[src/pkg/clock_conditioner_map.svh]
// clock_conditioner_map.svh: bit map, register offsets, timing constants
`ifndef CLOCK_CONDITIONER_MAP_SVH
`define CLOCK_CONDITIONER_MAP_SVH

// configuration word span
`define CFG_MSB        83
`define CFG_LSB        32
// configuration fields
`define IN_C_OSC_BIT   83
`define IN_B_OSC_BIT   82
`define IN_A_OSC_BIT   81
`define RESYNC_EN_BIT  80
`define IN_C_DYN_BIT   79
`define IN_B_DYN_BIT   78
`define IN_A_DYN_BIT   77
`define GEAR_MSB       76
`define GEAR_LSB       74
`define IN_C_MUX_BIT   73
`define IN_B_MUX_BIT   72
`define IN_A_MUX_BIT   71
`define LOC2_DLY_MSB   70
`define LOC2_DLY_LSB   66
`define LOC1_DLY_MSB   65
`define LOC1_DLY_LSB   61
`define GL2_DLY_MSB    60
`define GL2_DLY_LSB    56
`define GL1_DLY_MSB    55
`define GL1_DLY_LSB    51
`define PRI_DLY_MSB    50
`define PRI_DLY_LSB    46
`define SYS_DLY_BIT    45
`define FB_DLY_MSB     44
`define FB_DLY_LSB     40
`define FB_SEL_MSB     39
`define FB_SEL_LSB     38
`define TAP2_MSB       37
`define TAP2_LSB       35
`define TAP1_MSB       34
`define TAP1_LSB       32
// register byte offsets
`define REG_CTRL       8'h00
`define REG_STAGE_LO   8'h04
`define REG_STAGE_HI   8'h08
`define REG_ACTIVE_LO  8'h0C
`define REG_ACTIVE_HI  8'h10
`define REG_STATUS     8'h14
// control register fields
`define CTRL_UPDATE    0
`define CTRL_SRC_MSB   2
`define CTRL_SRC_LSB   1
`define CTRL_SEC1_LOC  3
`define CTRL_SEC2_LOC  4
// status register fields
`define STAT_LOCK      0
`define STAT_PD        1
// timing
`define CLOCK_MHZ      125
`define LOCK_TIME_NS   100000
// answers
`define RESP_OKAY      2'h0
`define RESP_SLVERR    2'h2
`endif

[src/pkg/clock_conditioner_pkg.sv]
// clock_conditioner_pkg.sv: types of the clock conditioner configuration block
package clock_conditioner_pkg;
  // loop lock states, gray ordered
  typedef enum logic [1:0] {
    LOOP_DOWN   = 2'b00,
    LOOP_ACQ    = 2'b01,
    LOOP_LOCKED = 2'b11
  } loop_state_t;
  // feedback path choices
  typedef enum logic [1:0] {
    FB_NONE     = 2'b00,
    FB_PROG     = 2'b01,
    FB_EXTERNAL = 2'b10
  } fb_path_t;
  // reference input a sources
  typedef enum logic [1:0] {
    SRC_HARD_PAD = 2'b00,
    SRC_GEN_PAD  = 2'b01,
    SRC_CORE     = 2'b10
  } ref_src_t;
endpackage

[src/hdl/clock_conditioner.sv]
// configuration word, dynamic load and output routing
//
// Contract
// - five derived clocks, three independent settings
// - power-down input, lock output
// - at most three global buffers per circuit
// - primary always; secondaries global or local
// - bits 83..81 pick rc or crystal
// - bit 80 divider resync, read-only dynamically
// - bits 79..77 dynamic routing of inputs
// - bits 76..74 oscillator gear
// - bits 73..71 input mux selects
// - local output delays, five bits each
// - global output delays, five bits each
// - bit 45 inserts system delay
// - bits 44..40 feedback delay value
// - bits 39..38 feedback path select
// - bits 37..35 second phase tap
// - bits 34..32 first phase tap
// - load by jtag or shift register
// - reference a from three sources
//
// The AXI4-Lite slave port and the address map were left to the implementer.
`timescale 1ns/1ps
`include "clock_conditioner_map.svh"

module clock_conditioner
  import clock_conditioner_pkg::*;
#(
  parameter logic [51:0] STATIC_CONFIG = 52'h0,
  parameter int          LOCK_TIME_NS  = `LOCK_TIME_NS
) (
  // clock, reset, enable
  input  wire logic        i_clock,
  input  wire logic        i_rst_n,
  input  wire logic        i_clk_en,
  // axi4-lite write address
  input  wire logic        i_s_axi_awvalid,
  output logic             o_s_axi_awready,
  input  wire logic [7:0]  i_s_axi_awaddr,
  // axi4-lite write data
  input  wire logic        i_s_axi_wvalid,
  output logic             o_s_axi_wready,
  input  wire logic [31:0] i_s_axi_wdata,
  input  wire logic [3:0]  i_s_axi_wstrb,
  // axi4-lite write response
  output logic             o_s_axi_bvalid,
  input  wire logic        i_s_axi_bready,
  output logic [1:0]       o_s_axi_bresp,
  // axi4-lite read address
  input  wire logic        i_s_axi_arvalid,
  output logic             o_s_axi_arready,
  input  wire logic [7:0]  i_s_axi_araddr,
  // axi4-lite read data
  output logic             o_s_axi_rvalid,
  input  wire logic        i_s_axi_rready,
  output logic [31:0]      o_s_axi_rdata,
  output logic [1:0]       o_s_axi_rresp,
  // dynamic shift port (jtag or user logic)
  input  wire logic        i_shift_en,
  input  wire logic        i_shift_data,
  output logic             o_shift_out,
  input  wire logic        i_config_update_strobe,
  // loop control
  input  wire logic        i_power_down,
  output logic             o_lock,
  output logic             o_divider_resync,
  // input selection
  output logic             o_input_c_osc_source_sel,
  output logic             o_input_b_osc_source_sel,
  output logic             o_input_a_osc_source_sel,
  output logic             o_input_c_dynamic_route,
  output logic             o_input_b_dynamic_route,
  output logic             o_input_a_dynamic_route,
  output logic             o_input_c_mux_sel,
  output logic             o_input_b_mux_sel,
  output logic             o_input_a_mux_sel,
  output logic [1:0]       o_reference_input_a_src,
  // oscillator and feedback
  output logic [2:0]       o_oscillator_gear,
  output logic             o_system_delay_insert,
  output logic [4:0]       o_feedback_delay_value,
  output logic [1:0]       o_feedback_path_sel,
  // output delays
  output logic [4:0]       o_primary_out_delay,
  output logic [4:0]       o_global1_out_delay,
  output logic [4:0]       o_global2_out_delay,
  output logic [4:0]       o_local1_out_delay,
  output logic [4:0]       o_local2_out_delay,
  // phase taps
  output logic [1:0]       o_first_phase_tap_sel,
  output logic [1:0]       o_second_phase_tap_sel,
  // output enables
  output logic             o_primary_global_out_en,
  output logic             o_first_secondary_global_en,
  output logic             o_first_local_out_en,
  output logic             o_second_secondary_global_en,
  output logic             o_second_local_out_en,
  output logic [1:0]       o_global_buffers_used
);

  localparam int LOCK_CYCLES_RAW = (LOCK_TIME_NS * `CLOCK_MHZ + 999) / 1000;
  localparam int LOCK_CYCLES = (LOCK_CYCLES_RAW < 1) ? 1 : LOCK_CYCLES_RAW;
  localparam int LCW = $clog2(LOCK_CYCLES + 1);

  // low two bits pick one of four taps
  function automatic logic [1:0] tap_decode(input logic [2:0] code);
    tap_decode = code[1:0];
  endfunction

  // unused feedback code falls back to direct feedback
  function automatic logic [1:0] fb_decode(input logic [1:0] code);
    fb_decode = (code == 2'(FB_EXTERNAL) || code == 2'(FB_PROG)) ? code : 2'(FB_NONE);
  endfunction

  logic [`CFG_MSB:`CFG_LSB] stage_r;
  logic [`CFG_MSB:`CFG_LSB] active_r;
  logic [1:0]               ref_src_r;
  logic                     sec1_local_r;
  logic                     sec2_local_r;
  logic                     aw_held_r;
  logic                     w_held_r;
  logic [7:0]               aw_addr_r;
  logic [31:0]              w_data_r;
  logic [3:0]               w_strb_r;
  logic                     do_write;
  logic                     sw_update;
  logic                     update;
  logic                     sw_update_r;
  loop_state_t              loop_state_r;
  loop_state_t              loop_state_nxt;
  logic [LCW-1:0]           lock_cnt_r;
  logic [31:0]              rd_data;
  logic                     rd_ok;

  // axi4-lite write path
  assign o_s_axi_awready = !aw_held_r && !o_s_axi_bvalid;
  assign o_s_axi_wready  = !w_held_r && !o_s_axi_bvalid;
  assign do_write        = aw_held_r && w_held_r && !o_s_axi_bvalid;

  always_ff @(posedge i_clock) begin
    if (!i_rst_n) begin
      aw_held_r <= 1'b0;
      aw_addr_r <= 8'h00;
    end else if (i_clk_en) begin
      if (i_s_axi_awvalid && o_s_axi_awready) begin
        aw_held_r <= 1'b1;
        aw_addr_r <= i_s_axi_awaddr;
      end else if (do_write) begin
        aw_held_r <= 1'b0;
      end
    end
  end

  always_ff @(posedge i_clock) begin
    if (!i_rst_n) begin
      w_held_r <= 1'b0;
      w_data_r <= 32'h0000_0000;
      w_strb_r <= 4'h0;
    end else if (i_clk_en) begin
      if (i_s_axi_wvalid && o_s_axi_wready) begin
        w_held_r <= 1'b1;
        w_data_r <= i_s_axi_wdata;
        w_strb_r <= i_s_axi_wstrb;
      end else if (do_write) begin
        w_held_r <= 1'b0;
      end
    end
  end

  always_ff @(posedge i_clock) begin
    if (!i_rst_n) begin
      o_s_axi_bvalid <= 1'b0;
      o_s_axi_bresp  <= `RESP_OKAY;
    end else if (i_clk_en) begin
      if (do_write) begin
        o_s_axi_bvalid <= 1'b1;
        o_s_axi_bresp  <= (8'(aw_addr_r[7:2]) <= (`REG_STATUS >> 2)) ?
                          `RESP_OKAY : `RESP_SLVERR;
      end else if (i_s_axi_bready) begin
        o_s_axi_bvalid <= 1'b0;
      end
    end
  end

  // control register: reference source and secondary routing
  always_ff @(posedge i_clock) begin
    if (!i_rst_n) begin
      ref_src_r    <= 2'(SRC_HARD_PAD);
      sec1_local_r <= 1'b0;
      sec2_local_r <= 1'b0;
    end else if (i_clk_en) begin
      if (do_write && aw_addr_r[7:2] == (`REG_CTRL >> 2) && w_strb_r[0]) begin
        if (w_data_r[`CTRL_SRC_MSB:`CTRL_SRC_LSB] != 2'h3) begin
          ref_src_r <= w_data_r[`CTRL_SRC_MSB:`CTRL_SRC_LSB];
        end
        sec1_local_r <= w_data_r[`CTRL_SEC1_LOC];
        sec2_local_r <= w_data_r[`CTRL_SEC2_LOC];
      end
    end
  end

  assign sw_update = do_write && aw_addr_r[7:2] == (`REG_CTRL >> 2)
                     && w_strb_r[0] && w_data_r[`CTRL_UPDATE];
  assign update    = i_config_update_strobe || sw_update;

  // staging word: serial shift or register writes
  always_ff @(posedge i_clock) begin
    if (!i_rst_n) begin
      stage_r <= STATIC_CONFIG;
    end else if (i_clk_en) begin
      if (i_shift_en) begin
        stage_r <= {stage_r[`CFG_MSB-1:`CFG_LSB], i_shift_data};
      end else if (do_write && aw_addr_r[7:2] == (`REG_STAGE_LO >> 2)) begin
        for (int b = 0; b < 4; b++) begin
          if (w_strb_r[b]) begin
            stage_r[`CFG_LSB + 8*b +: 8] <= w_data_r[8*b +: 8];
          end
        end
      end else if (do_write && aw_addr_r[7:2] == (`REG_STAGE_HI >> 2)) begin
        if (w_strb_r[0]) begin
          stage_r[`CFG_LSB + 32 +: 8] <= w_data_r[7:0];
        end
        if (w_strb_r[1]) begin
          stage_r[`CFG_LSB + 40 +: 8] <= w_data_r[15:8];
        end
        if (w_strb_r[2]) begin
          stage_r[`CFG_MSB -: 4] <= w_data_r[19:16];
        end
      end
    end
  end

  assign o_shift_out = stage_r[`CFG_MSB];

  // active word: whole word except the resync bit, which keeps its value, on update strobe
  always_ff @(posedge i_clock) begin
    if (!i_rst_n) begin
      active_r <= STATIC_CONFIG;
    end else if (i_clk_en && update) begin
      active_r <= stage_r;
      active_r[`RESYNC_EN_BIT] <= active_r[`RESYNC_EN_BIT];
    end
  end

  always_ff @(posedge i_clock) begin
    if (!i_rst_n) begin
      sw_update_r      <= 1'b0;
      o_divider_resync <= 1'b0;
    end else if (i_clk_en) begin
      sw_update_r      <= update;
      o_divider_resync <= update && active_r[`RESYNC_EN_BIT];
    end
  end

  // loop lock model
  always_comb begin
    loop_state_nxt = loop_state_r;
    case (loop_state_r)
      LOOP_DOWN: begin
        if (!i_power_down) begin
          loop_state_nxt = LOOP_ACQ;
        end
      end
      LOOP_ACQ: begin
        if (i_power_down) begin
          loop_state_nxt = LOOP_DOWN;
        end else if (lock_cnt_r == LCW'(LOCK_CYCLES - 1)) begin
          loop_state_nxt = LOOP_LOCKED;
        end
      end
      LOOP_LOCKED: begin
        if (i_power_down) begin
          loop_state_nxt = LOOP_DOWN;
        end else if (sw_update_r) begin
          loop_state_nxt = LOOP_ACQ;
        end
      end
      default: loop_state_nxt = LOOP_DOWN;
    endcase
  end

  always_ff @(posedge i_clock) begin
    if (!i_rst_n) begin
      loop_state_r <= LOOP_DOWN;
    end else if (i_clk_en) begin
      loop_state_r <= loop_state_nxt;
    end
  end

  always_ff @(posedge i_clock) begin
    if (!i_rst_n) begin
      lock_cnt_r <= '0;
    end else if (i_clk_en) begin
      if (loop_state_r != LOOP_ACQ || loop_state_nxt != LOOP_ACQ) begin
        lock_cnt_r <= '0;
      end else begin
        lock_cnt_r <= lock_cnt_r + LCW'(1);
      end
    end
  end

  always_ff @(posedge i_clock) begin
    if (!i_rst_n) begin
      o_lock <= 1'b0;
    end else if (i_clk_en) begin
      o_lock <= (loop_state_nxt == LOOP_LOCKED) && !i_power_down;
    end
  end

  // read path
  always_comb begin
    rd_data = 32'h0000_0000;
    rd_ok   = 1'b1;
    case (i_s_axi_araddr[7:2])
      `REG_CTRL >> 2: begin
        rd_data[`CTRL_SRC_MSB:`CTRL_SRC_LSB] = ref_src_r;
        rd_data[`CTRL_SEC1_LOC] = sec1_local_r;
        rd_data[`CTRL_SEC2_LOC] = sec2_local_r;
      end
      `REG_STAGE_LO >> 2:  rd_data = stage_r[`CFG_LSB +: 32];
      `REG_STAGE_HI >> 2:  rd_data[19:0] = stage_r[`CFG_MSB:`CFG_LSB + 32];
      `REG_ACTIVE_LO >> 2: rd_data = active_r[`CFG_LSB +: 32];
      `REG_ACTIVE_HI >> 2: rd_data[19:0] = active_r[`CFG_MSB:`CFG_LSB + 32];
      `REG_STATUS >> 2: begin
        rd_data[`STAT_LOCK] = o_lock;
        rd_data[`STAT_PD]   = i_power_down;
      end
      default: rd_ok = 1'b0;
    endcase
  end

  assign o_s_axi_arready = !o_s_axi_rvalid;

  always_ff @(posedge i_clock) begin
    if (!i_rst_n) begin
      o_s_axi_rvalid <= 1'b0;
      o_s_axi_rdata  <= 32'h0000_0000;
      o_s_axi_rresp  <= `RESP_OKAY;
    end else if (i_clk_en) begin
      if (i_s_axi_arvalid && o_s_axi_arready) begin
        o_s_axi_rvalid <= 1'b1;
        o_s_axi_rdata  <= rd_data;
        o_s_axi_rresp  <= rd_ok ? `RESP_OKAY : `RESP_SLVERR;
      end else if (i_s_axi_rready) begin
        o_s_axi_rvalid <= 1'b0;
      end
    end
  end

  // decoded configuration, registered
  always_ff @(posedge i_clock) begin
    if (!i_rst_n) begin
      o_input_c_osc_source_sel <= 1'b0;
      o_input_b_osc_source_sel <= 1'b0;
      o_input_a_osc_source_sel <= 1'b0;
      o_input_c_dynamic_route  <= 1'b0;
      o_input_b_dynamic_route  <= 1'b0;
      o_input_a_dynamic_route  <= 1'b0;
      o_input_c_mux_sel        <= 1'b0;
      o_input_b_mux_sel        <= 1'b0;
      o_input_a_mux_sel        <= 1'b0;
      o_reference_input_a_src  <= 2'(SRC_HARD_PAD);
    end else if (i_clk_en) begin
      o_input_c_osc_source_sel <= active_r[`IN_C_OSC_BIT];
      o_input_b_osc_source_sel <= active_r[`IN_B_OSC_BIT];
      o_input_a_osc_source_sel <= active_r[`IN_A_OSC_BIT];
      o_input_c_dynamic_route  <= active_r[`IN_C_DYN_BIT];
      o_input_b_dynamic_route  <= active_r[`IN_B_DYN_BIT];
      o_input_a_dynamic_route  <= active_r[`IN_A_DYN_BIT];
      o_input_c_mux_sel        <= active_r[`IN_C_MUX_BIT];
      o_input_b_mux_sel        <= active_r[`IN_B_MUX_BIT];
      o_input_a_mux_sel        <= active_r[`IN_A_MUX_BIT];
      o_reference_input_a_src  <= ref_src_r;
    end
  end

  always_ff @(posedge i_clock) begin
    if (!i_rst_n) begin
      o_oscillator_gear      <= 3'h0;
      o_system_delay_insert  <= 1'b0;
      o_feedback_delay_value <= 5'h00;
      o_feedback_path_sel    <= 2'(FB_NONE);
      o_first_phase_tap_sel  <= 2'h0;
      o_second_phase_tap_sel <= 2'h0;
    end else if (i_clk_en) begin
      o_oscillator_gear      <= active_r[`GEAR_MSB:`GEAR_LSB];
      o_system_delay_insert  <= active_r[`SYS_DLY_BIT];
      o_feedback_delay_value <= active_r[`FB_DLY_MSB:`FB_DLY_LSB];
      o_feedback_path_sel    <= fb_decode(active_r[`FB_SEL_MSB:`FB_SEL_LSB]);
      o_first_phase_tap_sel  <= tap_decode(active_r[`TAP1_MSB:`TAP1_LSB]);
      o_second_phase_tap_sel <= tap_decode(active_r[`TAP2_MSB:`TAP2_LSB]);
    end
  end

  always_ff @(posedge i_clock) begin
    if (!i_rst_n) begin
      o_primary_out_delay <= 5'h00;
      o_global1_out_delay <= 5'h00;
      o_global2_out_delay <= 5'h00;
      o_local1_out_delay  <= 5'h00;
      o_local2_out_delay  <= 5'h00;
    end else if (i_clk_en) begin
      o_primary_out_delay <= active_r[`PRI_DLY_MSB:`PRI_DLY_LSB];
      o_global1_out_delay <= active_r[`GL1_DLY_MSB:`GL1_DLY_LSB];
      o_global2_out_delay <= active_r[`GL2_DLY_MSB:`GL2_DLY_LSB];
      o_local1_out_delay  <= active_r[`LOC1_DLY_MSB:`LOC1_DLY_LSB];
      o_local2_out_delay  <= active_r[`LOC2_DLY_MSB:`LOC2_DLY_LSB];
    end
  end

  // five outputs, three settings: each secondary pair shares one tap
  always_ff @(posedge i_clock) begin
    if (!i_rst_n) begin
      o_primary_global_out_en      <= 1'b0;
      o_first_secondary_global_en  <= 1'b0;
      o_first_local_out_en         <= 1'b0;
      o_second_secondary_global_en <= 1'b0;
      o_second_local_out_en        <= 1'b0;
      o_global_buffers_used        <= 2'h0;
    end else if (i_clk_en) begin
      o_primary_global_out_en      <= 1'b1;
      o_first_secondary_global_en  <= !sec1_local_r;
      o_first_local_out_en         <= sec1_local_r;
      o_second_secondary_global_en <= !sec2_local_r;
      o_second_local_out_en        <= sec2_local_r;
      // standalone local still holds a buffer
      o_global_buffers_used        <= 2'h3;
    end
  end

endmodule

[config.mk]
export PLATFORM = sky130hd
export DESIGN_NAME = clock_conditioner
export DESIGN_NICKNAME = d
export VERILOG_FILES = /design/src/pkg/clock_conditioner_pkg.sv /design/src/hdl/clock_conditioner.sv
export VERILOG_INCLUDE_DIRS = /design/src /design/src/pkg
export SDC_FILE = /design/constraint.sdc
export NUM_CORES = 1
export LEC_CHECK = 0
export ABC_AREA = 0
export BUFFER_PORTS_ARGS = -buffer_cell sky130_fd_sc_hd__buf_2
export CORE_MARGIN = 2
export CORE_UTILIZATION = 35
export CTS_BUF_LIST = sky130_fd_sc_hd__clkbuf_4
export DETAILED_ROUTE_END_ITERATION = 12
export GPL_TIMING_DRIVEN = 0
export SYNTH_ARGS = -nofsm -noshare
export SYNTH_HDL_FRONTEND = slang
export SYNTH_SLANG_ARGS = --single-unit
[constraint.sdc]
create_clock -name i_clock -period 5.35 [get_ports i_clock]
set_input_delay 0.535 -clock i_clock [delete_from_list [all_inputs] [get_ports i_clock]]
set_output_delay 0.535 -clock i_clock [all_outputs]
set_load 0.01 [all_outputs]
==> results.py <==
metrics = {
    "clock_network": {
        "worst_setup_hold_path_clk_slew_ps": 70,
        "root_buffer": "clkbuf_4",
        "cts_max_level": 3,
        "post_cts_setup_driven_buffer_insertion_count": 0,
        "numClockSinks": 261,
        "cts_hold_buf": 0,
        "cts-root-to-sink-buffers": 3,
        "ctsResizeCount": 0,
        "cts_inserted_buffers": 70,
        "tritoncts": "yes",
        "clk_latency_ps": 680,
    },
    "yosys": {
        "ys_async_sr_fraction_pct": 0,
        "synthMostInstantiatedCell": "nand2_1",
        "syn-cell-area_um2": 10900,
        "edff_count_synth": 0,
        "postSynth.topFlopCell": "dfxtp_1",
        "synth-simple-area-share_pct": 20.0,
        "synth_top_cell_by_area": "dfxtp_1",
        "yosys.cell_types.count": 58,
        "ys_top_cells_by_area": "dfxtp_1, mux2i_1, nand2_1, nor2_1, a21oi_1",
        "synth.yosys.seq_area_share_pct": 47.8,
        "synth-adder-area-share_pct": 0.115,
        "warnings_from_yosys": 0,
        "synth.ff_latch_count": 261,
        "synth_commonest_cells": "nand2_1, dfxtp_1, mux2i_1, nor2_1, a21oi_1",
        "cell_count_after_synthesis": 1244,
        "xor_xnor_share_of_the_synthesized_area_pct": 0.882,
        "dominant_combinational_cell_family_by_area_after_synthesis": "simple AND/OR/NAND/NOR gates",
        "synth_mux_area_share_pct": 15.3,
        "postSynthAreaPerCell_um2": 8.78,
        "top_cell_type_s_share_of_synthesized_area_pct": 47.8,
        "compound_gate_fraction_of_synth_area_pct": 11.8,
    },
    "sta": {
        "hold_viol": 0,
        "tns_setup_ps": 0,
        "drv_slew": 0,
        "unrepaired_setup_endpoints_after_global_routing": "no",
        "fin_crit_ps": 2510,
        "timing.final.crit_share_pct": 46.8,
        "slew_headroom_pct": 29.3,
        "finalSetupViolations": 0,
        "worst_pin_slew_ps": 1050,
        "skew_ps": 35.1,
        "fmax_ghz": 0.399,
    },
    "place": {
        "place.port_buffers": 155,
        "post_dp_cell_area_um2": 12200,
        "place_hpwl_um": 26000,
        "place_congestion": 0.873,
    },
    "floorplan": {
        "initial_core_util_pct": 35.6,
        "placementRows": 64,
        "floorplan.die_area_um2": 32600,
        "fp.coreArea_um2": 30700,
        "floorplan.die.width_um": 181,
        "boundaryPins": 166,
        "die_h_um": 181,
    },
    "final_layout": {
        "areaGrowthSynthToFinish_pct": 19.5,
        "fillers": 3118,
        "area_of_combinational_cells_with_multiple_inputs_um2": 5260,
        "finish.instance_area_um2": 13100,
        "regArea_um2": 5230,
        "post_route_cells_drive_above_1_share_pct": 20.6,
        "post_layout_nets": 1538,
    },
    "drt": {
        "post-route-drc-count": 0,
        "drt_iter0_markers": 672,
        "drt_pass1_iterations": 6,
        "totalWireLength_um": 35900,
        "viasPerCell": 5.13,
        "route.detailed.wl_per_inst_um": 18.7,
        "detailroute.via_count": 9829,
        "ant_nets": 0,
    },
    "pwr": {
        "power_density_nw_per_um2": 313,
        "vdd_drop_max_mv": 0.120,
        "power.leakage_nw": 5.66,
    },
    "critical_path": {
        "max_fanout_on_critical_path": 10,
        "worstReg2RegEnd": "o_s_axi_rdata[17]$_SDFFE_PN0P_",
        "crit_arrival_ps": 3090,
        "r2r_setup_slack_ps": 2840,
        "setup_crit_path_kind": "reg2reg",
        "worstSetupStartpoint": "o_s_axi_rvalid$_SDFFE_PN0P_",
        "r2r-start": "o_s_axi_rvalid$_SDFFE_PN0P_",
        "timing.critical_path.from_type": "register",
        "critical_path.endpoint": "o_s_axi_rdata[17]$_SDFFE_PN0P_",
        "critPathRequiredTime_ps": 5940,
        "worstRegToRegCells": 5,
        "crit_path_end_kind": "register",
    },
    "grt": {
        "grt_max_degree": 11,
        "first_pass_grt_wire_length_um": 54600,
        "grt_pass1_vias": 9654,
        "antenna_found_initial": 5,
        "grt_util_all_layers_pct": 21.6,
        "grt.overflow.total": 0,
    },
    "outcome": {
        "status": "complete, no violations",
    },
    "job": {
        "cap_violations": 0,
    },
    "hold_path": {
        "hold_path_class": "in2reg",
    },
}
worst max-delay path, stage by stage, from the launching register on:
cell and delay, ps:
dfxtp_1 340, nand3b_1 340, nor4b_1 980, clkbuf_2 440, o21ai_0 140, a31oi_1 180
cell usage in the layout (no fill, tap or decap), types with 3 or more instances in the layout:
cell type  Yosys  final
nor4bb_1       3      3
nand3b_1       4      4
a21oi_1       79     79
mux2i_1      150    150
nor2b_1       10     10
buf_1          6      6
a211oi_1      20     20
mux2_2        15     15
dfxtp_1      261    261
inv_1         10     10
diode_2        0      3
and2_1        15     15
nor4_1         3      3
a31oi_1       21     21
nand2b_1      18     18
clkbuf_1      61     61
clkbuf_4       0    101
nand4_1        5      5
buf_4          7      7
nor3_1         7      7
a21oi_2        3      3
a22oi_1       17     17
and3_1         6      6
o21ai_0       35     35
nor2_1       117    117
a221oi_1      15     15
xnor2_1        9      9
clkinv_1       0     12
nand2_1      284    284
nand3_1        6      6
conb_1         1      3
buf_2         17    172
kinds of logic after synthesis:
kind of cell             Yosys count
flip-flops                       261
multiplexers                     165
adder cells (fa/ha/maj)            1
other                              1
XOR/XNOR                          11
buffers and inverters            103
AND/OR/NAND/NOR                  499
AO/OA/AOI/OAI                    203
through the flow:
step | instances | worst slack, ps | utilization, % | total power [mW] | hold WS [ps]
2_1_floorplan | 1246 | 3410 | - | 2.26 | 432
5_1_grt | 1916 | 2720 | 42.6 | 4.26 | 82.5
3_3_place_gp | 1797 | 2560 | 39.8 | 2.39 | 443
6_report | 1917 | 2840 | 42.6 | 4.08 | 94.5
4_1_cts | 1914 | 2870 | 42.5 | 4.12 | 48.0
3_5_place_dp | 1797 | 2530 | 39.8 | 2.40 | 446
metal layers:
| layer | share of wire, % | track usage (%) | up-vias |
|---|---|---|---|
| met2 | 45 | 33.9 | 397 |
| met3 | 7.1 | 4.77 | 71 |
| met5 | 0.056 | 0 | - |
| met4 | 3.8 | 10.9 | 4 |
| li1 | - | - | 4749 |
| met1 | 44 | 28.0 | 4608 |
sequential cells by signal, indices dropped and copies added (netlist names), 3 cells and up:
name and cells:
lock_cnt_r 14, o_global1_out_delay 5, w_data_r 32, o_primary_out_delay 5, active_r 51, o_local1_out_delay 5
o_feedback_delay_value 5, o_global2_out_delay 5, stage_r 52, w_strb_r 4, o_s_axi_rdata 32, o_local2_out_delay 5
aw_addr_r 6, o_oscillator_gear 3
power breakdown:
group | switching, mW | internal, mW | total [mW]
clock | 0.817 | 0.909 | 1.73
combinational | 0.216 | 0.115 | 0.331
sequential | 0.0400 | 1.99 | 2.03
total | 1.07 | 3.01 | 4.08
final cells by class:
type	instances	area share [%]
tap	396	3.80
inverter	10	0.288
clock inverter	16	0.671
antenna	3	0.0575
buffer	93	3.11
clock buffer	101	5.81
timing repair buffer	155	5.94
multi-input combinational	882	40.3
sequential	261	40.0
how the worst min path moves through the flow:
stage | from | cells after the start | slack, ps | to
final | i_s_axi_wdata[19] | 3 | 90 | w_data_r[19]$_SDFFE_PN0P_
after global routing | i_s_axi_wdata[19] | 3 | 80 | w_data_r[19]$_SDFFE_PN0P_
after CTS | i_s_axi_wdata[19] | 3 | 50 | w_data_r[19]$_SDFFE_PN0P_
after detailed placement | w_data_r[7]$_SDFFE_PN0P_ | 2 | 450 | w_data_r[7]$_SDFFE_PN0P_
after global placement | w_data_r[14]$_SDFFE_PN0P_ | 2 | 440 | w_data_r[14]$_SDFFE_PN0P_
after floorplan | w_data_r[5]$_SDFFE_PN0P_ | 2 | 430 | w_data_r[5]$_SDFFE_PN0P_
(Power assumes the default switching activity.)
